<file path="src/ext_bus_pkg.sv">
package ext_bus_pkg;

  // ***********************************************************
  // Widths
  // ***********************************************************
  localparam int ADDR_W = 28;
  localparam int DATA_W = 32;

  // ***********************************************************
  // Size encodings
  // ***********************************************************
  localparam logic [1:0] SIZE_LONG = 2'h0;
  localparam logic [1:0] SIZE_BYTE = 2'h1;
  localparam logic [1:0] SIZE_WORD = 2'h2;
  localparam logic [1:0] SIZE_LINE = 2'h3;

  // ***********************************************************
  // Port size encodings
  // ***********************************************************
  localparam logic [1:0] PORT_32 = 2'h0;
  localparam logic [1:0] PORT_16 = 2'h1;
  localparam logic [1:0] PORT_8  = 2'h2;

  // ***********************************************************
  // Address offsets within a longword
  // ***********************************************************
  localparam logic [1:0] OFS_0 = 2'h0;
  localparam logic [1:0] OFS_1 = 2'h1;
  localparam logic [1:0] OFS_2 = 2'h2;
  localparam logic [1:0] OFS_3 = 2'h3;

  // Second-half address step for a split longword
  localparam logic [1:0] HALF_STEP = 2'h2;

  // Access mode levels in the second clock
  localparam logic MODE_SUPER = 1'b1;
  localparam logic MODE_USER  = 1'b0;

  // Sequencer states
  typedef enum logic [1:0] {ST_IDLE, ST_FIRST, ST_WAIT} seq_state_e;

endpackage

</file>
<file path="src/write_lane_mux.sv">
module write_lane_mux
  import ext_bus_pkg::*;
(
  input  wire logic [1:0]  size,
  input  wire logic [1:0]  offset,
  input  wire logic [31:0] operand,
  output logic      [31:0] laneData
);

  // ***********************************************************
  // Write lane steering
  // ***********************************************************
  logic [7:0] opMsb;
  logic [7:0] opSecond;
  logic [7:0] opThird;
  logic [7:0] opLsb;

  assign opMsb    = operand[31:24];
  assign opSecond = operand[23:16];
  assign opThird  = operand[15:8];
  assign opLsb    = operand[7:0];

  // Don't-care lanes are driven with zero
  always_comb
  begin
    laneData = 32'h0000_0000;
    if (size == SIZE_BYTE)
    begin
      laneData[31:24] = opLsb;                                       // [RULE_15]
      if (offset == OFS_1 || offset == OFS_3)
        laneData[23:16] = opLsb;                                     // [RULE_15]
      if (offset == OFS_2)
        laneData[15:8] = opLsb;                                      // [RULE_15]
      if (offset == OFS_3)
        laneData[7:0] = opLsb;                                       // [RULE_15]
    end
    else if (size == SIZE_WORD)
    begin
      unique case (offset)
        OFS_0: laneData = {opThird, opLsb, 16'h0000};                // [RULE_16]
        OFS_2: laneData = {opThird, opLsb, opThird, opLsb};          // [RULE_16]
        default: laneData = {opLsb, 24'h00_0000};
      endcase
    end
    else
    begin
      unique case (offset)
        OFS_0: laneData = {opMsb, opSecond, opThird, opLsb};         // [RULE_16]
        OFS_1: laneData = {opSecond, 24'h00_0000};                   // [RULE_16]
        OFS_2: laneData = {opThird, opLsb, 16'h0000};                // [RULE_16]
        default: laneData = {opLsb, 24'h00_0000};
      endcase
    end
  end

endmodule

</file>
<file path="src/read_lane_mux.sv">
module read_lane_mux
  import ext_bus_pkg::*;
(
  input  wire logic [1:0]  size,
  input  wire logic [1:0]  offset,
  input  wire logic [1:0]  portSize,
  input  wire logic        secondHalf,
  input  wire logic [31:0] busData,
  input  wire logic [31:0] prevData,
  output logic      [31:0] operand
);

  // ***********************************************************
  // Read lane gathering, don't-care lanes ignored
  // ***********************************************************
  always_comb
  begin
    operand = prevData;
    if (portSize == PORT_8)
    begin
      operand = {24'h00_0000, busData[31:24]};                        // [RULE_19]
    end
    else if (portSize == PORT_16)
    begin
      if (size == SIZE_BYTE)
        operand = {24'h00_0000, offset[0] ? busData[23:16] : busData[31:24]}; // [RULE_21]
      else if (size == SIZE_WORD)
        operand = {16'h0000, busData[31:16]};                         // [RULE_19]
      else if (secondHalf)
        operand = {prevData[31:16], busData[31:16]};                  // [RULE_14]
      else
        operand = {busData[31:16], 16'h0000};                         // [RULE_14]
    end
    else
    begin
      unique case (size)
        SIZE_BYTE:
        begin
          unique case (offset)
            OFS_0: operand = {24'h00_0000, busData[31:24]};           // [RULE_21]
            OFS_1: operand = {24'h00_0000, busData[23:16]};
            OFS_2: operand = {24'h00_0000, busData[15:8]};
            OFS_3: operand = {24'h00_0000, busData[7:0]};
          endcase
        end
        SIZE_WORD: operand = {16'h0000, offset[1] ? busData[15:0] : busData[31:16]};
        SIZE_LONG: operand = busData;
        SIZE_LINE: operand = busData;
      endcase
    end
  end

endmodule

</file>
<file path="src/ext_bus_single_transfer.sv">
// Notes on behaviour
// RULE_01 - First clock drives address, type, mode, direction, size and start strobe.
// RULE_02 - Transfer type outputs name the kind of access.
// RULE_03 - Direction high for whole read, low for whole write.
// RULE_04 - Size code: 00 longword, 10 word, 01 byte, 11 line.
// RULE_05 - First clock of a read: mode shows code fetch or data read.
// RULE_06 - First clock of a write: mode shows data write.
// RULE_07 - Second clock negates start strobe, mode high for supervisor.
// RULE_08 - Slave drives read data on its lanes and acknowledges.
// RULE_09 - Acknowledge sampled end of second clock; read data captured, cycle ends. Code: zero-wait cycle ends after fifth clock, data from end of third.
// RULE_10 - Without acknowledge, wait states; sample each later rising edge.
// RULE_11 - Bus monitor expiry before acknowledge ends cycle with bus error.
// RULE_12 - 32-bit slave returns byte n on lane n from top.
// RULE_13 - 16-bit slave uses upper half, 8-bit top lane only.
// RULE_14 - Longword to 16-bit port: two words at offsets 0 and 2.
// RULE_15 - Byte write on top lane, copied onto addressed lane.
// RULE_16 - Word, longword, line writes placed from addressed position on top lanes.
// RULE_17 - Second clock drives mode low for user access.
// RULE_18 - Port size taken per transfer at start of each bus cycle.
// RULE_19 - 32-bit full bus, 16-bit upper half, 8-bit top lane.
// RULE_20 - Zero-wait transfer lasts two clocks; next start may follow. Code: five clocks, then one ST_IDLE clock before the next start.
// RULE_21 - Don't-care lanes ignored when assembling read operand.
module ext_bus_single_transfer
  import ext_bus_pkg::*;
(
  input  wire logic                      clk,
  input  wire logic                      reset_n,
  // Request side
  input  wire logic                      reqValid,
  output logic                           reqReady,
  input  wire logic [ext_bus_pkg::ADDR_W-1:0] reqAddr,
  input  wire logic                      reqRead,
  input  wire logic [1:0]                reqType,
  input  wire logic [1:0]                reqSize,
  input  wire logic                      reqCode,
  input  wire logic                      reqSuper,
  input  wire logic [1:0]                reqPortSize,
  input  wire logic [ext_bus_pkg::DATA_W-1:0] reqWriteData,
  // Completion side
  output logic                           doneValid,
  output logic                           doneError,
  output logic      [ext_bus_pkg::DATA_W-1:0] doneReadData,
  // Bus monitor expiry from the timer
  input  wire logic                      busTimeout,
  // External bus pins
  output logic      [ext_bus_pkg::ADDR_W-1:0] busAddr,
  output logic      [1:0]                xfer_type,
  output logic      [1:0]                xfer_size,
  output logic                           access_kind_mode,
  output logic                           readNotWrite,
  output logic                           xfer_start_n,
  input  wire logic                      xfer_ack_n,
  input  wire logic [ext_bus_pkg::DATA_W-1:0] dataIn,
  output logic      [ext_bus_pkg::DATA_W-1:0] dataOut,
  output logic                           dataOutEn
);

  // ***********************************************************
  // Pin synchronisers
  // ***********************************************************
  logic [2:0]  ackSync_reg;
  logic [2:0]  ackSync_next;
  logic [2:0]  toSync_reg;
  logic [2:0]  toSync_next;
  logic        ackSeen;
  logic        timeoutSeen;

  // Acknowledge and timeout pass three stages; second and third must agree
  always_comb
  begin
    ackSync_next = {ackSync_reg[1:0], ~xfer_ack_n};
    toSync_next  = {toSync_reg[1:0], busTimeout};
    ackSeen      = ackSync_reg[1] & ackSync_reg[2];
    timeoutSeen  = toSync_reg[1] & toSync_reg[2];
  end

  always_ff @(posedge clk or negedge reset_n)
  begin
    if (!reset_n)
    begin
      ackSync_reg <= 3'h0;
      toSync_reg  <= 3'h0;
    end
    else
    begin
      ackSync_reg <= ackSync_next;
      toSync_reg  <= toSync_next;
    end
  end

  // ***********************************************************
  // Read data alignment
  // ***********************************************************
  logic [DATA_W-1:0]           dinEarly_reg;
  logic [DATA_W-1:0]           dinEarly_next;
  logic [DATA_W-1:0]           dinLate_reg;
  logic [DATA_W-1:0]           dinLate_next;

  // Read lanes trail the pins by two clocks, so the word used is the one
  // that stood at the edge where the acknowledge entered its second stage
  always_comb
  begin
    dinEarly_next = dataIn;
    dinLate_next  = dinEarly_reg;
  end

  always_ff @(posedge clk or negedge reset_n)
  begin
    if (!reset_n)
    begin
      dinEarly_reg <= 32'h0000_0000;
      dinLate_reg  <= 32'h0000_0000;
    end
    else
    begin
      dinEarly_reg <= dinEarly_next;
      dinLate_reg  <= dinLate_next;
    end
  end

  // ***********************************************************
  // Cycle state
  // ***********************************************************
  seq_state_e                  state_reg;
  seq_state_e                  state_next;
  logic [ADDR_W-1:0]           addr_reg;
  logic [ADDR_W-1:0]           addr_next;
  logic [1:0]                  type_reg;
  logic [1:0]                  type_next;
  logic [1:0]                  size_reg;
  logic [1:0]                  size_next;
  logic [1:0]                  port_reg;
  logic [1:0]                  port_next;
  logic                        read_reg;
  logic                        read_next;
  logic                        code_reg;
  logic                        code_next;
  logic                        super_reg;
  logic                        super_next;
  logic                        half_reg;
  logic                        half_next;
  logic [DATA_W-1:0]           wdata_reg;
  logic [DATA_W-1:0]           wdata_next;
  logic [DATA_W-1:0]           rdata_reg;
  logic [DATA_W-1:0]           rdata_next;
  logic                        done_reg;
  logic                        done_next;
  logic                        err_reg;
  logic                        err_next;
  logic [DATA_W-1:0]           laneData;
  logic [DATA_W-1:0]           gathered;
  logic                        splitLong;

  // Only longwords and lines to a 16-bit port are split in two
  assign splitLong = (port_reg == PORT_16) &&
                     (size_reg == SIZE_LONG || size_reg == SIZE_LINE);

  write_lane_mux write_lane_mux_inst
  (
    .size    (size_reg),
    .offset  (addr_reg[1:0]),
    .operand (wdata_reg),
    .laneData(laneData)
  );

  read_lane_mux read_lane_mux_inst
  (
    .size      (size_reg),
    .offset    (addr_reg[1:0]),
    .portSize  (port_reg),
    .secondHalf(half_reg),
    .busData   (dinLate_reg),
    .prevData  (rdata_reg),
    .operand   (gathered)
  );

  // Next-state and capture logic
  always_comb
  begin
    state_next = state_reg;
    addr_next  = addr_reg;
    type_next  = type_reg;
    size_next  = size_reg;
    port_next  = port_reg;
    read_next  = read_reg;
    code_next  = code_reg;
    super_next = super_reg;
    half_next  = half_reg;
    wdata_next = wdata_reg;
    rdata_next = rdata_reg;
    done_next  = 1'b0;
    err_next   = 1'b0;
    unique case (state_reg)
      ST_IDLE:
      begin
        if (reqValid)
        begin
          state_next = ST_FIRST;
          addr_next  = reqAddr;                                      // [RULE_01]
          type_next  = reqType;                                      // [RULE_02]
          size_next  = reqSize;                                      // [RULE_04]
          port_next  = reqPortSize;                                  // [RULE_18]
          read_next  = reqRead;                                      // [RULE_03]
          code_next  = reqCode & reqRead;                            // [RULE_05] [RULE_06]
          super_next = reqSuper;
          half_next  = 1'b0;
          wdata_next = reqWriteData;
        end
      end
      ST_FIRST, ST_WAIT:
      begin
        state_next = ST_WAIT;                                        // [RULE_10]
        if (ackSeen)                                                 // [RULE_09]
        begin
          if (read_reg)
            rdata_next = gathered;                                   // [RULE_09] [RULE_21]
          if (splitLong && !half_reg)
          begin
            // Second word of a split longword
            half_next  = 1'b1;                                       // [RULE_14]
            addr_next  = {addr_reg[ADDR_W-1:2], HALF_STEP};          // [RULE_14]
            wdata_next = {wdata_reg[15:0], wdata_reg[15:0]};         // [RULE_14]
            state_next = ST_FIRST;
          end
          else
          begin
            state_next = ST_IDLE;                                    // [RULE_20]
            done_next  = 1'b1;
          end
        end
        else if (timeoutSeen)
        begin
          state_next = ST_IDLE;                                      // [RULE_11]
          done_next  = 1'b1;
          err_next   = 1'b1;                                         // [RULE_11]
        end
      end
      default:
      begin
        state_next = ST_IDLE;
      end
    endcase
  end

  always_ff @(posedge clk or negedge reset_n)
  begin
    if (!reset_n)
    begin
      state_reg <= ST_IDLE;
      addr_reg  <= '0;
      type_reg  <= 2'h0;
      size_reg  <= SIZE_LONG;
      port_reg  <= PORT_32;
      read_reg  <= 1'b1;
      code_reg  <= 1'b0;
      super_reg <= 1'b0;
      half_reg  <= 1'b0;
      wdata_reg <= 32'h0000_0000;
      rdata_reg <= 32'h0000_0000;
      done_reg  <= 1'b0;
      err_reg   <= 1'b0;
    end
    else
    begin
      state_reg <= state_next;
      addr_reg  <= addr_next;
      type_reg  <= type_next;
      size_reg  <= size_next;
      port_reg  <= port_next;
      read_reg  <= read_next;
      code_reg  <= code_next;
      super_reg <= super_next;
      half_reg  <= half_next;
      wdata_reg <= wdata_next;
      rdata_reg <= rdata_next;
      done_reg  <= done_next;
      err_reg   <= err_next;
    end
  end

  // ***********************************************************
  // Pin drive
  // ***********************************************************
  logic firstClock;
  logic active;

  assign firstClock = (state_reg == ST_FIRST) && !half_reg ||
                      (state_reg == ST_FIRST) && half_reg;
  assign active     = (state_reg != ST_IDLE);

  // Control pins from held request state
  always_comb
  begin
    busAddr          = addr_reg;                                     // [RULE_01]
    xfer_type        = type_reg;                                     // [RULE_02]
    xfer_size        = size_reg;                                     // [RULE_04]
    readNotWrite     = read_reg;                                     // [RULE_03]
    xfer_start_n     = !firstClock;                                  // [RULE_01] [RULE_07]
    if (firstClock)
      access_kind_mode = code_reg;                                   // [RULE_05] [RULE_06]
    else
      access_kind_mode = super_reg ? MODE_SUPER : MODE_USER;         // [RULE_07] [RULE_17]
    dataOut          = laneData;                                     // [RULE_15] [RULE_16]
    dataOutEn        = active && !read_reg;
  end

  // Request and completion handshakes
  assign reqReady     = (state_reg == ST_IDLE);                      // [RULE_20]
  assign doneValid    = done_reg;
  assign doneError    = err_reg;
  assign doneReadData = rdata_reg;

endmodule

</file>
<file path="config.mk">
export PLATFORM = sky130hd
export DESIGN_NAME = ext_bus_single_transfer
export DESIGN_NICKNAME = d
export VERILOG_FILES = /design/src/ext_bus_pkg.sv /design/src/write_lane_mux.sv /design/src/read_lane_mux.sv /design/src/ext_bus_single_transfer.sv
export SDC_FILE = /design/constraint.sdc
export NUM_CORES = 1
export LEC_CHECK = 0
export BUFFER_PORTS_ARGS = -buffer_cell sky130_fd_sc_hd__buf_2
export CAP_MARGIN = 20
export CELL_PAD_IN_SITES_DETAIL_PLACEMENT = 1
export CELL_PAD_IN_SITES_GLOBAL_PLACEMENT = 2
export CORE_UTILIZATION = 37
export CTS_BUF_LIST = sky130_fd_sc_hd__clkbuf_4 sky130_fd_sc_hd__clkbuf_8 sky130_fd_sc_hd__clkbuf_16
export DETAILED_ROUTE_END_ITERATION = 16
export PLACE_DENSITY_LB_ADDON = 0.1
export SYNTH_ARGS = -nofsm -noshare
export SYNTH_HDL_FRONTEND = slang
export SYNTH_SLANG_ARGS = --single-unit
</file>
<file path="constraint.sdc">
create_clock -name clk -period 3.6 [get_ports clk]
set_input_delay 0.36 -clock clk [delete_from_list [all_inputs] [get_ports clk]]
set_output_delay 0.36 -clock clk [all_outputs]
set_load 0.005 [all_outputs]
</file>
==> reports/summary.json <==
{
  "synthDistinctLibCells": {"value": 46},
  "run_status": {"value": "finished, violations left"},
  "yosys.area_share.simple": {"value": 6.070, "unit": "%"},
  "globalRoute.busiestLayer": {"value": "met2"},
  "via_count": {"value": 5660},
  "synth.area.mux_share": {"value": 21.11, "unit": "%"},
  "floorplan.core_area": {"value": 0.02043, "unit": "mm2"},
  "grt.met2_usage": {"value": 34.79, "unit": "%"},
  "grt_util_met3": {"value": 4.689, "unit": "%"},
  "fraction_of_layout_cells_with_a_size_suffix_above_1": {"value": 48.20, "unit": "%"},
  "final.setup.tns": {"value": 0, "unit": "ns"},
  "synth-adder-area-share": {"value": 0.8050, "unit": "%"},
  "max_clock_freq": {"value": 0.3279, "unit": "GHz"},
  "detail_route.drc_violations": {"value": 0},
  "final_hold_violation_count": {"value": 1},
  "synth_largest_type_area_fraction": {"value": 56.35, "unit": "%"},
  "synthesis.area": {"value": 0.007771, "unit": "mm2"},
  "globalRouteOverflowTotal": {"value": 0},
  "synth_seq_cells": {"value": 176},
  "maxSlewViolCount": {"value": 0},
  "clock_pin_slew_on_the_worst_setup_and_hold_paths": {"value": 0.07, "unit": "ns"},
  "firstDrtPassIters": {"value": 4},
  "rsz0062_at_grt": {"value": "false"},
  "post_synth_main_area_contributors": {"value": "sky130_fd_sc_hd__dfrtp_1, sky130_fd_sc_hd__mux2_2, sky130_fd_sc_hd__mux4_2, sky130_fd_sc_hd__a22o_1, sky130_fd_sc_hd__nand2_1"},
  "fin_cells": {"value": 1077},
  "final-setup-viol-count": {"value": 0},
  "maxCapViolCount": {"value": 0},
  "worst-path-max-fanout": {"value": 10},
  "num_io_pins": {"value": 209},
  "cts.path.max_buffers": {"value": 2},
  "globalRouteTotalUtil": {"value": 21.55, "unit": "%"},
  "starting_density_of_the_core": {"value": 38.04, "unit": "%"},
  "maxSlewHeadroom": {"value": 37.58, "unit": "%"},
  "nets": {"value": 905},
  "yosysSeqAreaShare": {"value": 56.69, "unit": "%"},
  "crit_arrival": {"value": 2.69, "unit": "ns"},
  "finalCritPeriodShare": {"value": 84.72, "unit": "%"},
  "complex_gate_fraction_of_the_synthesized_area": {"value": 11.46, "unit": "%"},
  "register_area": {"value": 0.004407, "unit": "mm2"},
  "synth_top_family_by_area": {"value": "multiplexers"},
  "routedWlPerCell": {"value": 20.81, "unit": "um"},
  "worstSetupStartpointType": {"value": "flip-flop"},
  "synthesis.instances": {"value": 596},
  "port_buffers": {"value": 208},
  "gpl.final_weighted_congestion": {"value": 0.8343},
  "cts_inserted_buffers": {"value": 17},
  "horizontal_die_dimension": {"value": 146.9, "unit": "um"},
  "detail_route.iter0.violations": {"value": 297},
  "power-per-cell-area": {"value": 957.3, "unit": "mW/mm2"},
  "finalClockSkew": {"value": 0.008438, "unit": "ns"},
  "grt_pass1_wl": {"value": 35420, "unit": "um"},
  "synth_top_area_cell": {"value": "sky130_fd_sc_hd__dfrtp_1"},
  "hold_slack": {"value": -0.0007512, "unit": "ns"},
  "violations_in_the_final_reports": {"value": "negative hold slack"},
  "floorplan.rows": {"value": 52},
  "grt.met1_usage": {"value": 29.04, "unit": "%"},
  "htreeDepth": {"value": 4},
  "required": {"value": 3.24, "unit": "ns"},
  "count_of_filler_cells_inserted_in_the_layout": {"value": 2232},
  "final_antenna_net_count": {"value": 0},
  "first_global_vias": {"value": 6123},
  "layout.core_utilization": {"value": 47.66, "unit": "%"},
  "finalCriticalPeriod": {"value": 3.050, "unit": "ns"},
  "antenna_cells_inserted": {"value": 0},
  "worstMarginPinSlew": {"value": 0.9363, "unit": "ns"},
  "synth.yosys.warnings": {"value": 0},
  "total_area_of_multi_input_combinational_cells": {"value": 0.003079, "unit": "mm2"},
  "synthXorXnorAreaFrac": {"value": 0.1127, "unit": "%"},
  "detailed_place_hpwl": {"value": 15600, "unit": "um"},
  "synth-edff-count": {"value": 0},
  "synth.avg_cell_area": {"value": 13.04, "unit": "um2"},
  "design.die.area": {"value": 0.02159, "unit": "mm2"},
  "cellLeakagePower": {"value": 4.559, "unit": "nW"},
  "path_class": {"value": "reg -> out"},
  "placement.cell_area": {"value": 0.009077, "unit": "mm2"},
  "synth_top_cells_by_count": {"value": "sky130_fd_sc_hd__dfrtp_1, sky130_fd_sc_hd__mux2_2, sky130_fd_sc_hd__nand2_1"},
  "antenna_found_initial": {"value": 0},
  "dp_cells": {"value": 1042},
  "finalInstanceArea": {"value": 0.009737, "unit": "mm2"},
  "height_of_the_die": {"value": 146.9, "unit": "um"},
  "cts_num_sinks": {"value": 176},
  "route.final.wire_length": {"value": 22410, "unit": "um"},
  "yosys.cell_count.top_type": {"value": "sky130_fd_sc_hd__dfrtp_1"},
  "synth_flop_cell": {"value": "sky130_fd_sc_hd__dfrtp_1"},
  "syn_nets": {"value": 707},
  "crit_path_end_kind": {"value": "output port"},
  "power.ir.vdd_worst": {"value": 0.4973, "unit": "mV"},
  "tritoncts_clock_tree": {"value": "built"},
  "timing.hold.worst.class": {"value": "in -> async"},
  "via_per_inst": {"value": 5.255},
  "grt_max_degree": {"value": 100},
  "clock-root-buffer": {"value": "sky130_fd_sc_hd__clkbuf_16"},
  "async_flop_share": {"value": 100.0, "unit": "%"},
  "syn_to_final_growth": {"value": 25.29, "unit": "%"},
  "clkLatencyLatePin": {"value": 0.44, "unit": "ns"}
}
## final cells by class
type / count / share of cell area [%]
Multi-Input combinational cell: 354 / 31.62
Clock inverter: 15 / 2.095
Tap cell: 270 / 3.470
Timing Repair Buffer: 228 / 12.53
Inverter: 17 / 0.6554
Sequential cell: 176 / 45.26
Clock buffer: 17 / 4.369
## metal layers
layer	wire length (um)	up-vias	share of wire [%]
met2	10930	152	49
met5	0	-	0
met1	10250	2905	46
met3	950	19	4.2
li1	-	2584	-
met4	277	0	1.2
## cells in the final DEF (no fill, tap or decap), types with 16 or more instances in the layout
cell type                   Yosys  routed
sky130_fd_sc_hd__buf_4          0      16
sky130_fd_sc_hd__buf_2         10     207
sky130_fd_sc_hd__nand2_1       38      38
sky130_fd_sc_hd__clkbuf_16      0      17
sky130_fd_sc_hd__o21ai_0       16      16
sky130_fd_sc_hd__a22oi_1       17      17
sky130_fd_sc_hd__a22o_1        20      20
sky130_fd_sc_hd__dfrtp_1      175     174
sky130_fd_sc_hd__nor2_1        25      25
sky130_fd_sc_hd__mux2_2       101     101
## repair_timing
action	in CTS	in global routing
hold buffers	0	3
resized for setup	0	0
hold endpoints to repair	0	3
buffers inserted	0	0
## critical path, stage by stage, from the launching register on
cell and delay (ns):
sky130_fd_sc_hd__dfrtp_1 0.39, sky130_fd_sc_hd__inv_1 0.06, sky130_fd_sc_hd__ha_1 0.36, sky130_fd_sc_hd__xnor2_1 0.75
sky130_fd_sc_hd__a22o_1 0.40, sky130_fd_sc_hd__and2_1 0.17, sky130_fd_sc_hd__buf_2 0.11
## report_power, final
part           internal (W)  switching, W  total (W)  leakage, nW
Sequential          0.00258      0.000531    0.00311         2.11
Combinational       0.00214       0.00214    0.00428         2.14
Clock               0.00101      0.000914    0.00193        0.301
## stage by stage
stage,setup slack [ns],hold WS [ns],power (W)
3_3_place_gp,0.9148,0.3317,0.007266
2_1_floorplan,1.365,0.06441,0.005869
5_1_grt,0.3412,0.0004130,0.009910
6_report,0.5503,-0.0007512,0.009321
3_5_place_dp,0.8056,0.3362,0.007452
4_1_cts,0.5069,0.003295,0.009423
## worst paths after layout
| path | from | cells after the start | slack [ns] | end |
|---|---|---|---|---|
| max | xfer_size[0] | 6 | 0.55 | dataOut[1] |
| min | reset_n | 1 | -0.0008 | dinEarly_reg[21] |
| max reg2reg | state_reg[0] | 8 | 0.77 | doneReadData[11] |
| min reg2reg | dinEarly_reg[14] | 0 | 0.35 | dinLate_reg[14] |
| max in group asynchronous | reset_n | 2 | 2.71 | state_reg[0] |
| min in group clk | dataIn[26] | 1 | 0.02 | dinEarly_reg[26] |
## cell families after synthesis
family | after synthesis
AO/OA/AOI/OAI | 115
XOR/XNOR | 1
adder cells (fa/ha/maj) | 5
buffers and inverters | 66
flip-flops | 176
multiplexers | 131
AND/OR/NAND/NOR | 102
(Power assumes the default switching activity.)
